==> config.mk <==
export PLATFORM = sky130hd
export DESIGN_NAME = sbf_fabric
export DESIGN_NICKNAME = d
export VERILOG_FILES = /design/src/common/sbf_pkg.sv /design/src/rtl/sbf_fabric.sv
export VERILOG_INCLUDE_DIRS = /design/src /design/src/common
export SDC_FILE = /design/constraint.sdc
export NUM_CORES = 1
export LEC_CHECK = 0
export BUFFER_PORTS_ARGS = -buffer_cell sky130_fd_sc_hd__buf_2
export CAP_MARGIN = 20
export CORE_AREA = 3 3 296 298
export DETAILED_ROUTE_END_ITERATION = 10
export DIE_AREA = 0 0 299 301
export RECOVER_POWER = 25
export REMOVE_ABC_BUFFERS = 1
export SETUP_SLACK_MARGIN = 0.15
export SYNTH_ARGS = -nofsm -noshare
export SYNTH_HDL_FRONTEND = slang
export SYNTH_SLANG_ARGS = --single-unit
==> constraint.sdc <==
create_clock -name clk_in -period 6 [get_ports clk_in]
set_clock_uncertainty 0.15 [all_clocks]
set_input_delay 0.6 -clock clk_in [delete_from_list [all_inputs] [get_ports clk_in]]
set_output_delay 0.6 -clock clk_in [all_outputs]
set_load 0.05 [all_outputs]
==> src/common/sbf_defs.svh <==
/*
 * constants of the system bus fabric: memory map, register word indices,
 * identity words and reset values.
 * assumes inclusion by the fabric and the bench only.
 */
`ifndef SBF_DEFS_SVH
`define SBF_DEFS_SVH

// ************************************
// memory map
// ************************************
`define SBF_REG_BASE 32'h0000_0000
`define SBF_REG_LAST 32'h0000_001F
`define SBF_SRAM1_BASE 32'h0200_0000
`define SBF_SRAM1_LAST 32'h021F_FFFF
`define SBF_SRAM2_BASE 32'h0400_0000
`define SBF_SRAM2_LAST 32'h041F_FFFF
`define SBF_UNAT_BASE 32'h4000_0000
`define SBF_UNAT_LAST 32'h7FFF_FFFF
`define SBF_UWB_BASE 32'h8000_0000
`define SBF_UWB_LAST 32'hFFFF_FFFF

// ************************************
// register word indices
// ************************************
`define SBF_W_CARD_ID 4'h0
`define SBF_W_SIGNATURE 4'h1
`define SBF_W_BUILD 4'h2
`define SBF_W_SCRATCH 4'h3
`define SBF_W_CLK_CTRL 4'h4
`define SBF_W_RELOAD 4'h5
`define SBF_W_EXT_FLAGS 4'h6
`define SBF_W_SPARE 4'h7
`define SBF_W_MEM_CTRL 4'h8
`define SBF_W_MEM_FLAGS 4'h9
`define SBF_W_SYN_TX 4'hA
`define SBF_W_SYN_SETUP 4'hB
`define SBF_W_SYN_RX 4'hC
`define SBF_W_TW_SETUP 4'hD
`define SBF_W_TW_REQ 4'hE
`define SBF_W_TW_RESP 4'hF

// ************************************
// reset values and identity words (arbitrary values)
// ************************************
`define SBF_RW_RESET 32'h0000_0000
`define SBF_CARD_CHARS 32'h5442_4F41
`define SBF_SIG_CHARS 32'h7362_3278
`define SBF_BUILD_WORD 32'h1010_0021
`define SBF_SPARE_VALUE 32'h0000_0000
`define SBF_RD_UNMAPPED 32'h0000_0000

`endif

==> src/common/sbf_pkg.sv <==
/*
 * types shared by the system bus fabric.
 * assumes it is compiled ahead of every file that names its types.
 */
package sbf_pkg;
   // arbiter ownership state
   typedef enum logic [1:0] {
      SBF_IDLE,
      SBF_OWN0,
      SBF_OWN1
   } sbf_owner_e;

   // slave selected by address decode
   typedef enum logic [2:0] {
      SBF_SEL_REGS,
      SBF_SEL_SRAM1,
      SBF_SEL_SRAM2,
      SBF_SEL_UNAT,
      SBF_SEL_UWB,
      SBF_SEL_NONE
   } sbf_sel_e;
endpackage

==> src/rtl/sbf_fabric.sv <==
/*
 * system bus fabric: two-master arbiter, address decoder, register bank.
 * assumes both masters and all slaves share clk_in (the 40 mhz bus clock)
 * and that external slaves keep the strobe/ack rules themselves.
 */
`include "sbf_defs.svh"

module sbf_fabric (
   // clock, reset, enable
   input wire logic clk_in,
   input wire logic arst_n_in,
   input wire logic ce_in,
   // master 0
   input wire logic m0_stb_in,
   input wire logic m0_we_in,
   input wire logic [31:0] m0_addr_in,
   input wire logic [31:0] m0_wdata_in,
   output logic m0_ack_out,
   output logic m0_err_out,
   output logic [31:0] m0_rdata_out,
   // master 1
   input wire logic m1_stb_in,
   input wire logic m1_we_in,
   input wire logic [31:0] m1_addr_in,
   input wire logic [31:0] m1_wdata_in,
   output logic m1_ack_out,
   output logic m1_err_out,
   output logic [31:0] m1_rdata_out,
   // shared slave request, one strobe per slave
   output logic [31:0] s_addr_out,
   output logic [31:0] s_wdata_out,
   output logic s_we_out,
   output logic sram1_stb_out,
   output logic sram2_stb_out,
   output logic unat_stb_out,
   output logic uwb_stb_out,
   // slave answers
   input wire logic sram1_ack_in,
   input wire logic [31:0] sram1_rdata_in,
   input wire logic sram2_ack_in,
   input wire logic [31:0] sram2_rdata_in,
   input wire logic unat_ack_in,
   input wire logic [31:0] unat_rdata_in,
   input wire logic uwb_ack_in,
   input wire logic [31:0] uwb_rdata_in,
   // register bank side signals
   input wire logic [31:0] ext_flags_in,
   input wire logic [31:0] mem_flags_in,
   input wire logic [31:0] syn_rx_in,
   input wire logic [31:0] tw_resp_in,
   output logic [31:0] clk_ctrl_out,
   output logic [31:0] reload_ctrl_out,
   output logic [31:0] mem_ctrl_out,
   output logic [31:0] syn_tx_out,
   output logic [31:0] syn_setup_out,
   output logic [31:0] tw_setup_out,
   output logic [31:0] tw_req_out
);

   // ************************************
   // decode
   // ************************************
   function automatic sbf_pkg::sbf_sel_e decode(input logic [31:0] a);
      sbf_pkg::sbf_sel_e s;
      s = sbf_pkg::SBF_SEL_NONE;
      if (a <= `SBF_REG_LAST) begin
         s = sbf_pkg::SBF_SEL_REGS;
      end else if (a >= `SBF_SRAM1_BASE && a <= `SBF_SRAM1_LAST) begin
         s = sbf_pkg::SBF_SEL_SRAM1;
      end else if (a >= `SBF_SRAM2_BASE && a <= `SBF_SRAM2_LAST) begin
         s = sbf_pkg::SBF_SEL_SRAM2;
      end else if (a >= `SBF_UNAT_BASE && a <= `SBF_UNAT_LAST) begin
         s = sbf_pkg::SBF_SEL_UNAT;
      end else if (a >= `SBF_UWB_BASE) begin
         s = sbf_pkg::SBF_SEL_UWB;
      end
      return s;
   endfunction

   // ************************************
   // arbiter
   // ************************************
   sbf_pkg::sbf_owner_e owner_r;
   sbf_pkg::sbf_owner_e owner_nxt;
   logic last1_r;
   logic stb;
   logic ack;

   // owner holds the bus while its strobe stays up; round robin on ties
   always_comb begin
      owner_nxt = owner_r;
      case (owner_r)
         sbf_pkg::SBF_IDLE: begin
            if (m0_stb_in && (!m1_stb_in || last1_r)) begin
               owner_nxt = sbf_pkg::SBF_OWN0;
            end else if (m1_stb_in) begin
               owner_nxt = sbf_pkg::SBF_OWN1;
            end
         end
         sbf_pkg::SBF_OWN0: begin
            if (!m0_stb_in) begin
               owner_nxt = sbf_pkg::SBF_IDLE;
            end
         end
         sbf_pkg::SBF_OWN1: begin
            if (!m1_stb_in) begin
               owner_nxt = sbf_pkg::SBF_IDLE;
            end
         end
         default: owner_nxt = sbf_pkg::SBF_IDLE;
      endcase
   end

   always_ff @(posedge clk_in or negedge arst_n_in) begin
      if (!arst_n_in) begin
         owner_r <= sbf_pkg::SBF_IDLE;
      end else if (ce_in) begin
         owner_r <= owner_nxt;
      end
   end

   always_ff @(posedge clk_in or negedge arst_n_in) begin
      if (!arst_n_in) begin
         last1_r <= 1'b0;
      end else if (ce_in && owner_r == sbf_pkg::SBF_IDLE
                   && owner_nxt != sbf_pkg::SBF_IDLE) begin
         last1_r <= (owner_nxt == sbf_pkg::SBF_OWN1);
      end
   end

   // ************************************
   // routing
   // ************************************
   sbf_pkg::sbf_sel_e sel;
   logic reg_ack;
   logic [31:0] reg_rdata;
   logic [31:0] rdata;

   // the first grant costs one cycle; back to back cycles then pass freely
   always_comb begin
      stb = 1'b0;
      s_we_out = 1'b0;
      s_addr_out = 32'h0000_0000;
      s_wdata_out = 32'h0000_0000;
      case (owner_r)
         sbf_pkg::SBF_OWN0: begin
            stb = m0_stb_in;
            s_we_out = m0_we_in;
            s_addr_out = m0_addr_in;
            s_wdata_out = m0_wdata_in;
         end
         sbf_pkg::SBF_OWN1: begin
            stb = m1_stb_in;
            s_we_out = m1_we_in;
            s_addr_out = m1_addr_in;
            s_wdata_out = m1_wdata_in;
         end
         default: stb = 1'b0;
      endcase
   end

   assign sel = decode(s_addr_out);
   assign sram1_stb_out = stb && sel == sbf_pkg::SBF_SEL_SRAM1;
   assign sram2_stb_out = stb && sel == sbf_pkg::SBF_SEL_SRAM2;
   assign unat_stb_out = stb && sel == sbf_pkg::SBF_SEL_UNAT;
   assign uwb_stb_out = stb && sel == sbf_pkg::SBF_SEL_UWB;

   // unmapped holes answer at once with err so the master never hangs
   always_comb begin
      ack = 1'b0;
      rdata = `SBF_RD_UNMAPPED;
      case (sel)
         sbf_pkg::SBF_SEL_REGS: begin
            ack = reg_ack;
            rdata = reg_rdata;
         end
         sbf_pkg::SBF_SEL_SRAM1: begin
            ack = sram1_ack_in && stb;
            rdata = sram1_rdata_in;
         end
         sbf_pkg::SBF_SEL_SRAM2: begin
            ack = sram2_ack_in && stb;
            rdata = sram2_rdata_in;
         end
         sbf_pkg::SBF_SEL_UNAT: begin
            ack = unat_ack_in && stb;
            rdata = unat_rdata_in;
         end
         sbf_pkg::SBF_SEL_UWB: begin
            ack = uwb_ack_in && stb;
            rdata = uwb_rdata_in;
         end
         default: ack = 1'b0;
      endcase
   end

   logic err;
   assign err = stb && sel == sbf_pkg::SBF_SEL_NONE;

   assign m0_ack_out = ack && owner_r == sbf_pkg::SBF_OWN0;
   assign m1_ack_out = ack && owner_r == sbf_pkg::SBF_OWN1;
   assign m0_err_out = err && owner_r == sbf_pkg::SBF_OWN0;
   assign m1_err_out = err && owner_r == sbf_pkg::SBF_OWN1;
   assign m0_rdata_out = rdata;
   assign m1_rdata_out = rdata;

   // ************************************
   // register bank
   // ************************************
   logic reg_stb;
   logic reg_wr;
   logic [3:0] widx;

   assign reg_stb = stb && sel == sbf_pkg::SBF_SEL_REGS;
   assign reg_ack = reg_stb;
   assign widx = s_addr_out[3:0];
   assign reg_wr = reg_stb && s_we_out && ce_in;

   logic [31:0] scratch_r;
   logic [31:0] clk_ctrl_r;
   logic [31:0] reload_r;
   logic [31:0] mem_ctrl_r;
   logic [31:0] syn_tx_r;
   logic [31:0] syn_setup_r;
   logic [31:0] tw_setup_r;
   logic [31:0] tw_req_r;

   always_ff @(posedge clk_in or negedge arst_n_in) begin
      if (!arst_n_in) begin
         scratch_r <= `SBF_RW_RESET;
         clk_ctrl_r <= `SBF_RW_RESET;
         reload_r <= `SBF_RW_RESET;
         mem_ctrl_r <= `SBF_RW_RESET;
         syn_tx_r <= `SBF_RW_RESET;
         syn_setup_r <= `SBF_RW_RESET;
         tw_setup_r <= `SBF_RW_RESET;
         tw_req_r <= `SBF_RW_RESET;
      end else if (reg_wr) begin
         case (widx)
            `SBF_W_SCRATCH: scratch_r <= s_wdata_out;
            `SBF_W_CLK_CTRL: clk_ctrl_r <= s_wdata_out;
            `SBF_W_RELOAD: reload_r <= s_wdata_out;
            `SBF_W_MEM_CTRL: mem_ctrl_r <= s_wdata_out;
            `SBF_W_SYN_TX: syn_tx_r <= s_wdata_out;
            `SBF_W_SYN_SETUP: syn_setup_r <= s_wdata_out;
            `SBF_W_TW_SETUP: tw_setup_r <= s_wdata_out;
            `SBF_W_TW_REQ: tw_req_r <= s_wdata_out;
            default: scratch_r <= scratch_r;
         endcase
      end
   end

   // read-only words ignore writes but still ack
   always_comb begin
      case (widx)
         `SBF_W_CARD_ID: reg_rdata = `SBF_CARD_CHARS;
         `SBF_W_SIGNATURE: reg_rdata = `SBF_SIG_CHARS;
         `SBF_W_BUILD: reg_rdata = `SBF_BUILD_WORD;
         `SBF_W_SCRATCH: reg_rdata = scratch_r;
         `SBF_W_CLK_CTRL: reg_rdata = clk_ctrl_r;
         `SBF_W_RELOAD: reg_rdata = reload_r;
         `SBF_W_EXT_FLAGS: reg_rdata = ext_flags_in;
         `SBF_W_SPARE: reg_rdata = `SBF_SPARE_VALUE;
         `SBF_W_MEM_CTRL: reg_rdata = mem_ctrl_r;
         `SBF_W_MEM_FLAGS: reg_rdata = mem_flags_in;
         `SBF_W_SYN_TX: reg_rdata = syn_tx_r;
         `SBF_W_SYN_SETUP: reg_rdata = syn_setup_r;
         `SBF_W_SYN_RX: reg_rdata = syn_rx_in;
         `SBF_W_TW_SETUP: reg_rdata = tw_setup_r;
         `SBF_W_TW_REQ: reg_rdata = tw_req_r;
         `SBF_W_TW_RESP: reg_rdata = tw_resp_in;
         default: reg_rdata = `SBF_RD_UNMAPPED;
      endcase
   end

   assign clk_ctrl_out = clk_ctrl_r;
   assign reload_ctrl_out = reload_r;
   assign mem_ctrl_out = mem_ctrl_r;
   assign syn_tx_out = syn_tx_r;
   assign syn_setup_out = syn_setup_r;
   assign tw_setup_out = tw_setup_r;
   assign tw_req_out = tw_req_r;
endmodule

==> summary.md, run 1 <==
| Metric | Value |
|---|---|
| Normalized max-slew margin | -138% |
| Area share of the largest cell type after synthesis | 43.6% |
| Input/output buffers | 755 |
| Worst vdd ir | 0.751 mV |
| CTS Buf Count | 36 |
| CTS Root Cell | clkbuf_16 |
| Leading area contributor after synthesis | dfrtp_1 |
| HP Start | ce_in |
| Count leader, synth | nand2_1 |
| Layout cells sized above 1 | 32.7% |
| Largest net degree at the start of global routing | 140 |
| Violated checks | capacitance limit, slew limit |
| Worst EP required | 5250 ps |
| Postcts setup bufs | 0 |
| Endpoints failing hold | 0 |
| Reg2reg end | syn_setup_out[22]$_DFFE_PN0P_ |
| Final total power | 0.00976 W |
| Hold depth | 2 |
| Critical Path AT | 4840 ps |
| RSZ-0062 raised after global routing | no |
| Clk sink count | 259 |
| I/O pins | 756 |
| Max-cap viol count | 1 |
| Critical Path Start Type | flop |
| Distinct cells, synth | 68 |
| Row cnt | 107 |
| Final Hold Slack | 208 ps |
| GRT overflow | 0 |
| Outcome | finished, violations left |
| Nets@finish | 2855 |
| Main synth FF type | dfrtp_1 |
| R2R Path Start | owner_r[0]$_DFFE_PN0P_ |
| Mapped Cells | 1745 |
| Non-Filler Instances | 3631 |
| DR pass1 iterations | 8 |
| GPL Wtd Cong | 0.927 |
| Least-Margin Pin Slew | 3580 ps |
| Total core area | 0.0851 sq mm |
| Post-route DRC violation count | 0 |
| Clock Latency Late Sink | 540 ps |
| HP Class | input pin to flop |
| Post-synth EDFFs | 0 |
| Minimum clock period | 5590 ps |
| Average wire per standard cell | 30.1 um |
| Dpl cell area | 0.0199 sq mm |
| Syn Area/Cell | 8.52 sq um |
| Area grow syn2layout | 41.2% |
| Vias in the first global route | 17300 |
| Fmax | 179 MHz |
| Tot GR Track Use | 23.2% |
| Vias per cell | 4.89 |
| Async S/R FF share, synth | 100% |
| Clock slew at reported path FFs | 60 ps |
| Final period util | 93.1% |
| Hold endpoint | owner_r[1]$_DFFE_PN0P_ |
| Initial antenna violation count | 25 |
| List of most frequent post-synthesis cells | nand2_1, dfrtp_1, o21ai_1 |
| PwrDens | 465 mW/mm^2 |
| DIE WIDTH | 299 um |
| WS Path Type | flop to output pin |
| Synth warnings | 0 |
| LEAKAGE | 9.72 nW |
| R2R Setup Slk | 1110 ps |
| Max Slew Vio Count | 55 |
| Cell Area, Synth | 0.0149 sq mm |
| R2r worst-path depth | 9 |
| DP Wirelength | 83600 um |
| Initial DRC Count | 1573 |
| Die height | 301 um |
| Fin area | 0.0210 sq mm |
| Routed WL | 109000 um |
| CTS tree | done |
| Critical path endpoint category | output pin |
| Starting Density | 17.5% |
| #FFs+latches synth | 259 |
| ANT nets after route | 0 |
| First-pass GRT wire length | 146000 um |
| Crit-path max FO | 39 |
| Register area share after synthesis | 43.6% |
| Die area | 0.0900 sq mm |
| Setup violations, final | 0 |
| Total negative slack | 0 ps |
| Dpl cells | 3560 |
| Synth top area cells | dfrtp_1, nand2_1, o21ai_1 |
| Routed vias | 17800 |
| Htree depth | 2 |
| Max Root-Sink Buffers | 3 |
[critical path: stages, from the launching register on]
cell,delay [ps]
dfrtp_1,430
inv_1,150
ha_4,360
a22oi_2,670
nand4_1,910
buf_4,490
a21oi_1,280
a221o_1,240
a221oi_1,70
a31o_1,260
nand3_1,80
buf_2,270
[area by class of cell]
class | count | area [sq um]
Antenna cell | 6 | 15.0
Clock buffer | 52 | 1050
Clock inverter | 11 | 124
Fill cell | 9403 | 64200
Inverter | 40 | 150
Multi-Input combinational cell | 1282 | 7430
Sequential cell | 259 | 6480
Tap cell | 1144 | 1430
Timing Repair Buffer | 837 | 4300
[timing repair]
item                                   in CTS  in global routing
setup endpoints to repair                   0                 10
gates resized for setup                     0                  3
endpoints found under the hold margin      53                  0
hold buffers                                1                  0
[how the worst max path moves through the flow]
stage	slack [ps]	startpoint	to
final	410	owner_r[1]$_DFFE_PN0P_	m1_rdata_out[29]
after CTS	170	owner_r[1]$_DFFE_PN0P_	m1_rdata_out[8]
after floorplan	-1810	owner_r[1]$_DFFE_PN0P_	m0_rdata_out[5]
after detailed placement	790	owner_r[1]$_DFFE_PN0P_	m1_rdata_out[8]
after global routing	240	owner_r[1]$_DFFE_PN0P_	m1_rdata_out[11]
after global placement	700	owner_r[1]$_DFFE_PN0P_	m0_rdata_out[11]
[where the power goes]
part	internal (W)	switching (W)
logic	0.00125	0.00452
clock network	0.00131	0.000915
registers	0.00176	0.0000114
total	0.00431	0.00545
[layout by cell type (no fill, tap or decap), drive strengths merged, types with 6 or more instances in the layout]
cell type / instances
a222oi: 38
inv: 42
diode: 6
nor4: 11
o22ai: 9
o21ai: 283
a2111oi: 10
a211oi: 14
o211ai: 22
a31oi: 10
a22oi: 56
nor2: 55
nand3: 37
dfrtp: 259
a221o: 9
a221oi: 18
a22o: 44
a21oi: 66
nand4: 9
a31o: 11
nand2: 460
clkbuf: 191
nor3: 23
mux2i: 40
buf: 697
[state kept, by name, summed over array words and instances, names as in the netlist]
name             flops
reload_ctrl_out     32
syn_setup_out       32
owner_r              2
mem_ctrl_out        32
tw_req_out          32
scratch_r           32
clk_ctrl_out        32
last1_r              1
tw_setup_out        32
syn_tx_out          32
[logic make-up after synthesis]
group	Yosys count	synth area share [%]
fa+ha+maj	4	0.337
flops	259	43.6
simple gates	612	17.6
compound gates	625	28.2
mux	41	2.77
buf+inv	204	7.53
[through the flow]
step / utilization (%) / setup slack, ps
2_1_floorplan: - / -1810
3_3_place_gp: 23.4 / 704
3_5_place_dp: 23.4 / 790
4_1_cts: 24.8 / 175
5_1_grt: 24.6 / 241
6_report: 24.6 / 413
[routing by layer]
metal | up-vias | routed length [um] | share of wire (%) | global-route usage [%]
met5 | - | 99 | 0.091 | 0
met4 | 14 | 3790 | 3.5 | 7.20
met3 | 207 | 7560 | 6.9 | 4.61
met2 | 989 | 51000 | 47 | 38.9
met1 | 8719 | 46700 | 43 | 30.2
li1 | 7830 | - | - | -
Note: power is estimated with default switching activity, not from simulation.
==> run 2, diff against run 1 <==
--- a/config.mk
+++ b/config.mk
@@ -6,11 +6,11 @@
 export SDC_FILE = /design/constraint.sdc
 export NUM_CORES = 1
 export LEC_CHECK = 0
-export BUFFER_PORTS_ARGS = -buffer_cell sky130_fd_sc_hd__buf_2
 export CAP_MARGIN = 20
 export CORE_AREA = 3 3 296 298
 export DETAILED_ROUTE_END_ITERATION = 10
 export DIE_AREA = 0 0 299 301
+export DONT_BUFFER_PORTS = 1
 export RECOVER_POWER = 25
 export REMOVE_ABC_BUFFERS = 1
 export SETUP_SLACK_MARGIN = 0.15
==> run 2 against run 1 <==
  * The flow finishes with violations (hold timing)
  * Highest routed layer unchanged
  * Die area stayed put
  * Largest cell class unchanged
  * Final cell count fell by 19%
  * Fmax is 1.1% lower
  * Global-route usage decreased by 0.53 points
  * Worst hold slack worse by 600 ps
==> summary.md, run 2 (same netlist as run 1, synthesis figures left out) <==
| Metric | Value |
|---|---|
| Fmax | 177 MHz |
| Critical Path AT | 4900 ps |
| DR pass1 iterations | 6 |
| Critical path endpoint category | output pin |
| WS Path Type | flop to output pin |
| Initial DRC Count | 1706 |
| Setup violations, final | 0 |
| Average wire per standard cell | 36.6 um |
| Slowest stage delay, CP | 920 ps |
| Outcome | finished, violations left |
| Top delay family on crit path | compound AO/OA/AOI/OAI gates |
| Worst setup margin | 353 ps |
| Minimum clock period | 5650 ps |
| Commonest non-fill, non-tap cell in the layout | nand2_1 |
| Total core area | 0.0851 sq mm |
| GPL Wtd Cong | 0.893 |
| CTS tree | done |
| Clock slew at reported path FFs | 60 ps |
| Clock Latency Late Sink | 560 ps |
| Largest net degree at the start of global routing | 260 |
| Endpoints failing hold | 259 |
| Place WS | 251 ps |
| ANT nets after route | 0 |
| Crit-path max FO | 48 |
| CTS Hold Bufs | 1 |
| Fin area | 0.0183 sq mm |
| CTS Root Cell | clkbuf_16 |
| GRT overflow | 0 |
| First-pass GRT wire length | 139000 um |
| CTS Buf Count | 38 |
| Layout cells sized above 1 | 15.1% |
| Dpl cell area | 0.0169 sq mm |
| Final core utilization | 21.4% |
| Tot GR Track Use | 22.7% |
| Max-cap viol count | 0 |
| Total negative slack | 0 ps |
| WP buf/inv | 3 |
| Final Hold Slack | -394 ps |
| Final period util | 94.1% |
| Vias in the first global route | 14700 |
| Vias per cell | 5.20 |
| Htree depth | 2 |
| Least-Margin Pin Slew | 1060 ps |
| RSZ-0062 raised after global routing | no |
| Die height | 301 um |
| Post-route DRC violation count | 0 |
| Critical Path Start Type | flop |
| PwrDens | 558 mW/mm^2 |
| Violated checks | hold timing |
| I/O pins | 756 |
| Normalized max-slew margin | 29.2% |
| Max Slew Vio Count | 0 |
| Clk sink count | 259 |
| LEAKAGE | 7.27 nW |
| Routed WL | 108000 um |
| Worst EP required | 5250 ps |
| Critical Path Most Common Cell | buf_4 |
| Max Root-Sink Buffers | 3 |
| Most frequent cells in the layout | nand2_1, dfrtp_1, o21ai_1, buf_4, a21oi_1 |
| Area grow syn2layout | 22.8% |
| CP max stage cell | a211oi_4 |
| DIE WIDTH | 299 um |
| Starting Density | 17.5% |
| Row cnt | 107 |
| Routed vias | 15300 |
| Input/output buffers | 0 |
| HP Class | input pin to async pin |
| Die area | 0.0900 sq mm |
| CP Cell Sequence | inv_1 > ha_4 > a22o_2 > nand2_1 > a211oi_4 > buf_4 > a22oi_1 > o21ai_0 > nor4_1 > o211ai_1 > buf_4 |
| Worst vdd ir | 0.750 mV |
| Nets@finish | 2166 |
| DP Wirelength | 78600 um |
| Initial antenna violation count | 19 |
-- run 2: cell count changes in the layout (fill, tap and decap cells not counted), moves of 6 or more --
cell | previous run | this run
buf_2 | 615 | 1
clkbuf_1 | 147 | 5
buf_4 | 76 | 104
buf_12 | 6 | 20
buf_6 | 0 | 13
buf_8 | 0 | 6
-- run 2: path summary, 6_finish.rpt --
kind                                                from                       endpoint  slack (ps)  cells past startpoint
worst max register to register    owner_r[1]$_DFFE_PN0P_  syn_setup_out[26]$_DFFE_PN0P_        1020                     12
min in group clk_in                                ce_in         owner_r[1]$_DFFE_PN0P_         110                      2
max in group asynchronous                      arst_n_in   mem_ctrl_out[18]$_DFFE_PN0P_        5610                      0
worst min register to register  scratch_r[5]$_DFFE_PN0P_       scratch_r[5]$_DFFE_PN0P_         330                      2
worst min-delay path                           arst_n_in     syn_tx_out[20]$_DFFE_PN0P_        -390                      0
worst max-delay path              owner_r[1]$_DFFE_PN0P_               m1_rdata_out[27]         350                     11
-- run 2: cell type report --
type                       instances  area (sq um)
fill                            9440         66900
multi-input combinational       1282          7450
sequential                       259          6480
timing repair buffer             146          1460
tap                             1144          1430
clock buffer                      48          1040
clock inverter                    22           229
inverter                          40           150
antenna                            4          10.0
-- run 2: timing repair --
| item | in CTS | in global routing |
|---|---|---|
| endpoints found under the setup margin | 46 | 13 |
| pin swaps | 1 | 4 |
| endpoints found under the hold margin | 261 | 259 |
| gates resized for setup | 3 | 0 |
| buffers inserted | 1 | 8 |
-- run 2: where the power goes --
part | leakage [nW] | total [W] | internal, W | switching (W)
Sequential | 3.62 | 0.00177 | 0.00176 | 0.0000135
Combinational | 3.04 | 0.00608 | 0.00152 | 0.00456
Clock | 0.611 | 0.00234 | 0.00134 | 0.000997
-- run 2: routing by layer --
layer / up-vias / share of wire, % / routed length, um / global-route usage [%]
met2: 1047 / 46 / 49500 / 36.7
li1: 6446 / - / - / -
met4: 18 / 4.1 / 4470 / 8.98
met3: 239 / 10 / 11200 / 8.23
met5: - / 0.10 / 111 / 0
met1: 7575 / 39 / 42500 / 27.5
-- run 2: metrics by stage --
stage                     total power [W]  instances
after floorplan                   0.00514       1581
after global placement            0.00782       2859
after detailed placement          0.00786       2861
after CTS                          0.0103       2933
after global routing               0.0105       2944
final                              0.0102       2945
-- run 2: worst reg2reg max path, stage by stage (launching register included) --
cell	delay (ps)
dfrtp_1	430
inv_1	200
ha_4	650
a22o_2	580
nand2_1	380
inv_2	180
o21ai_4	190
nor2_2	570
buf_4	270
nand3_4	440
buf_4	550
nand2_1	190
o21ai_1	70
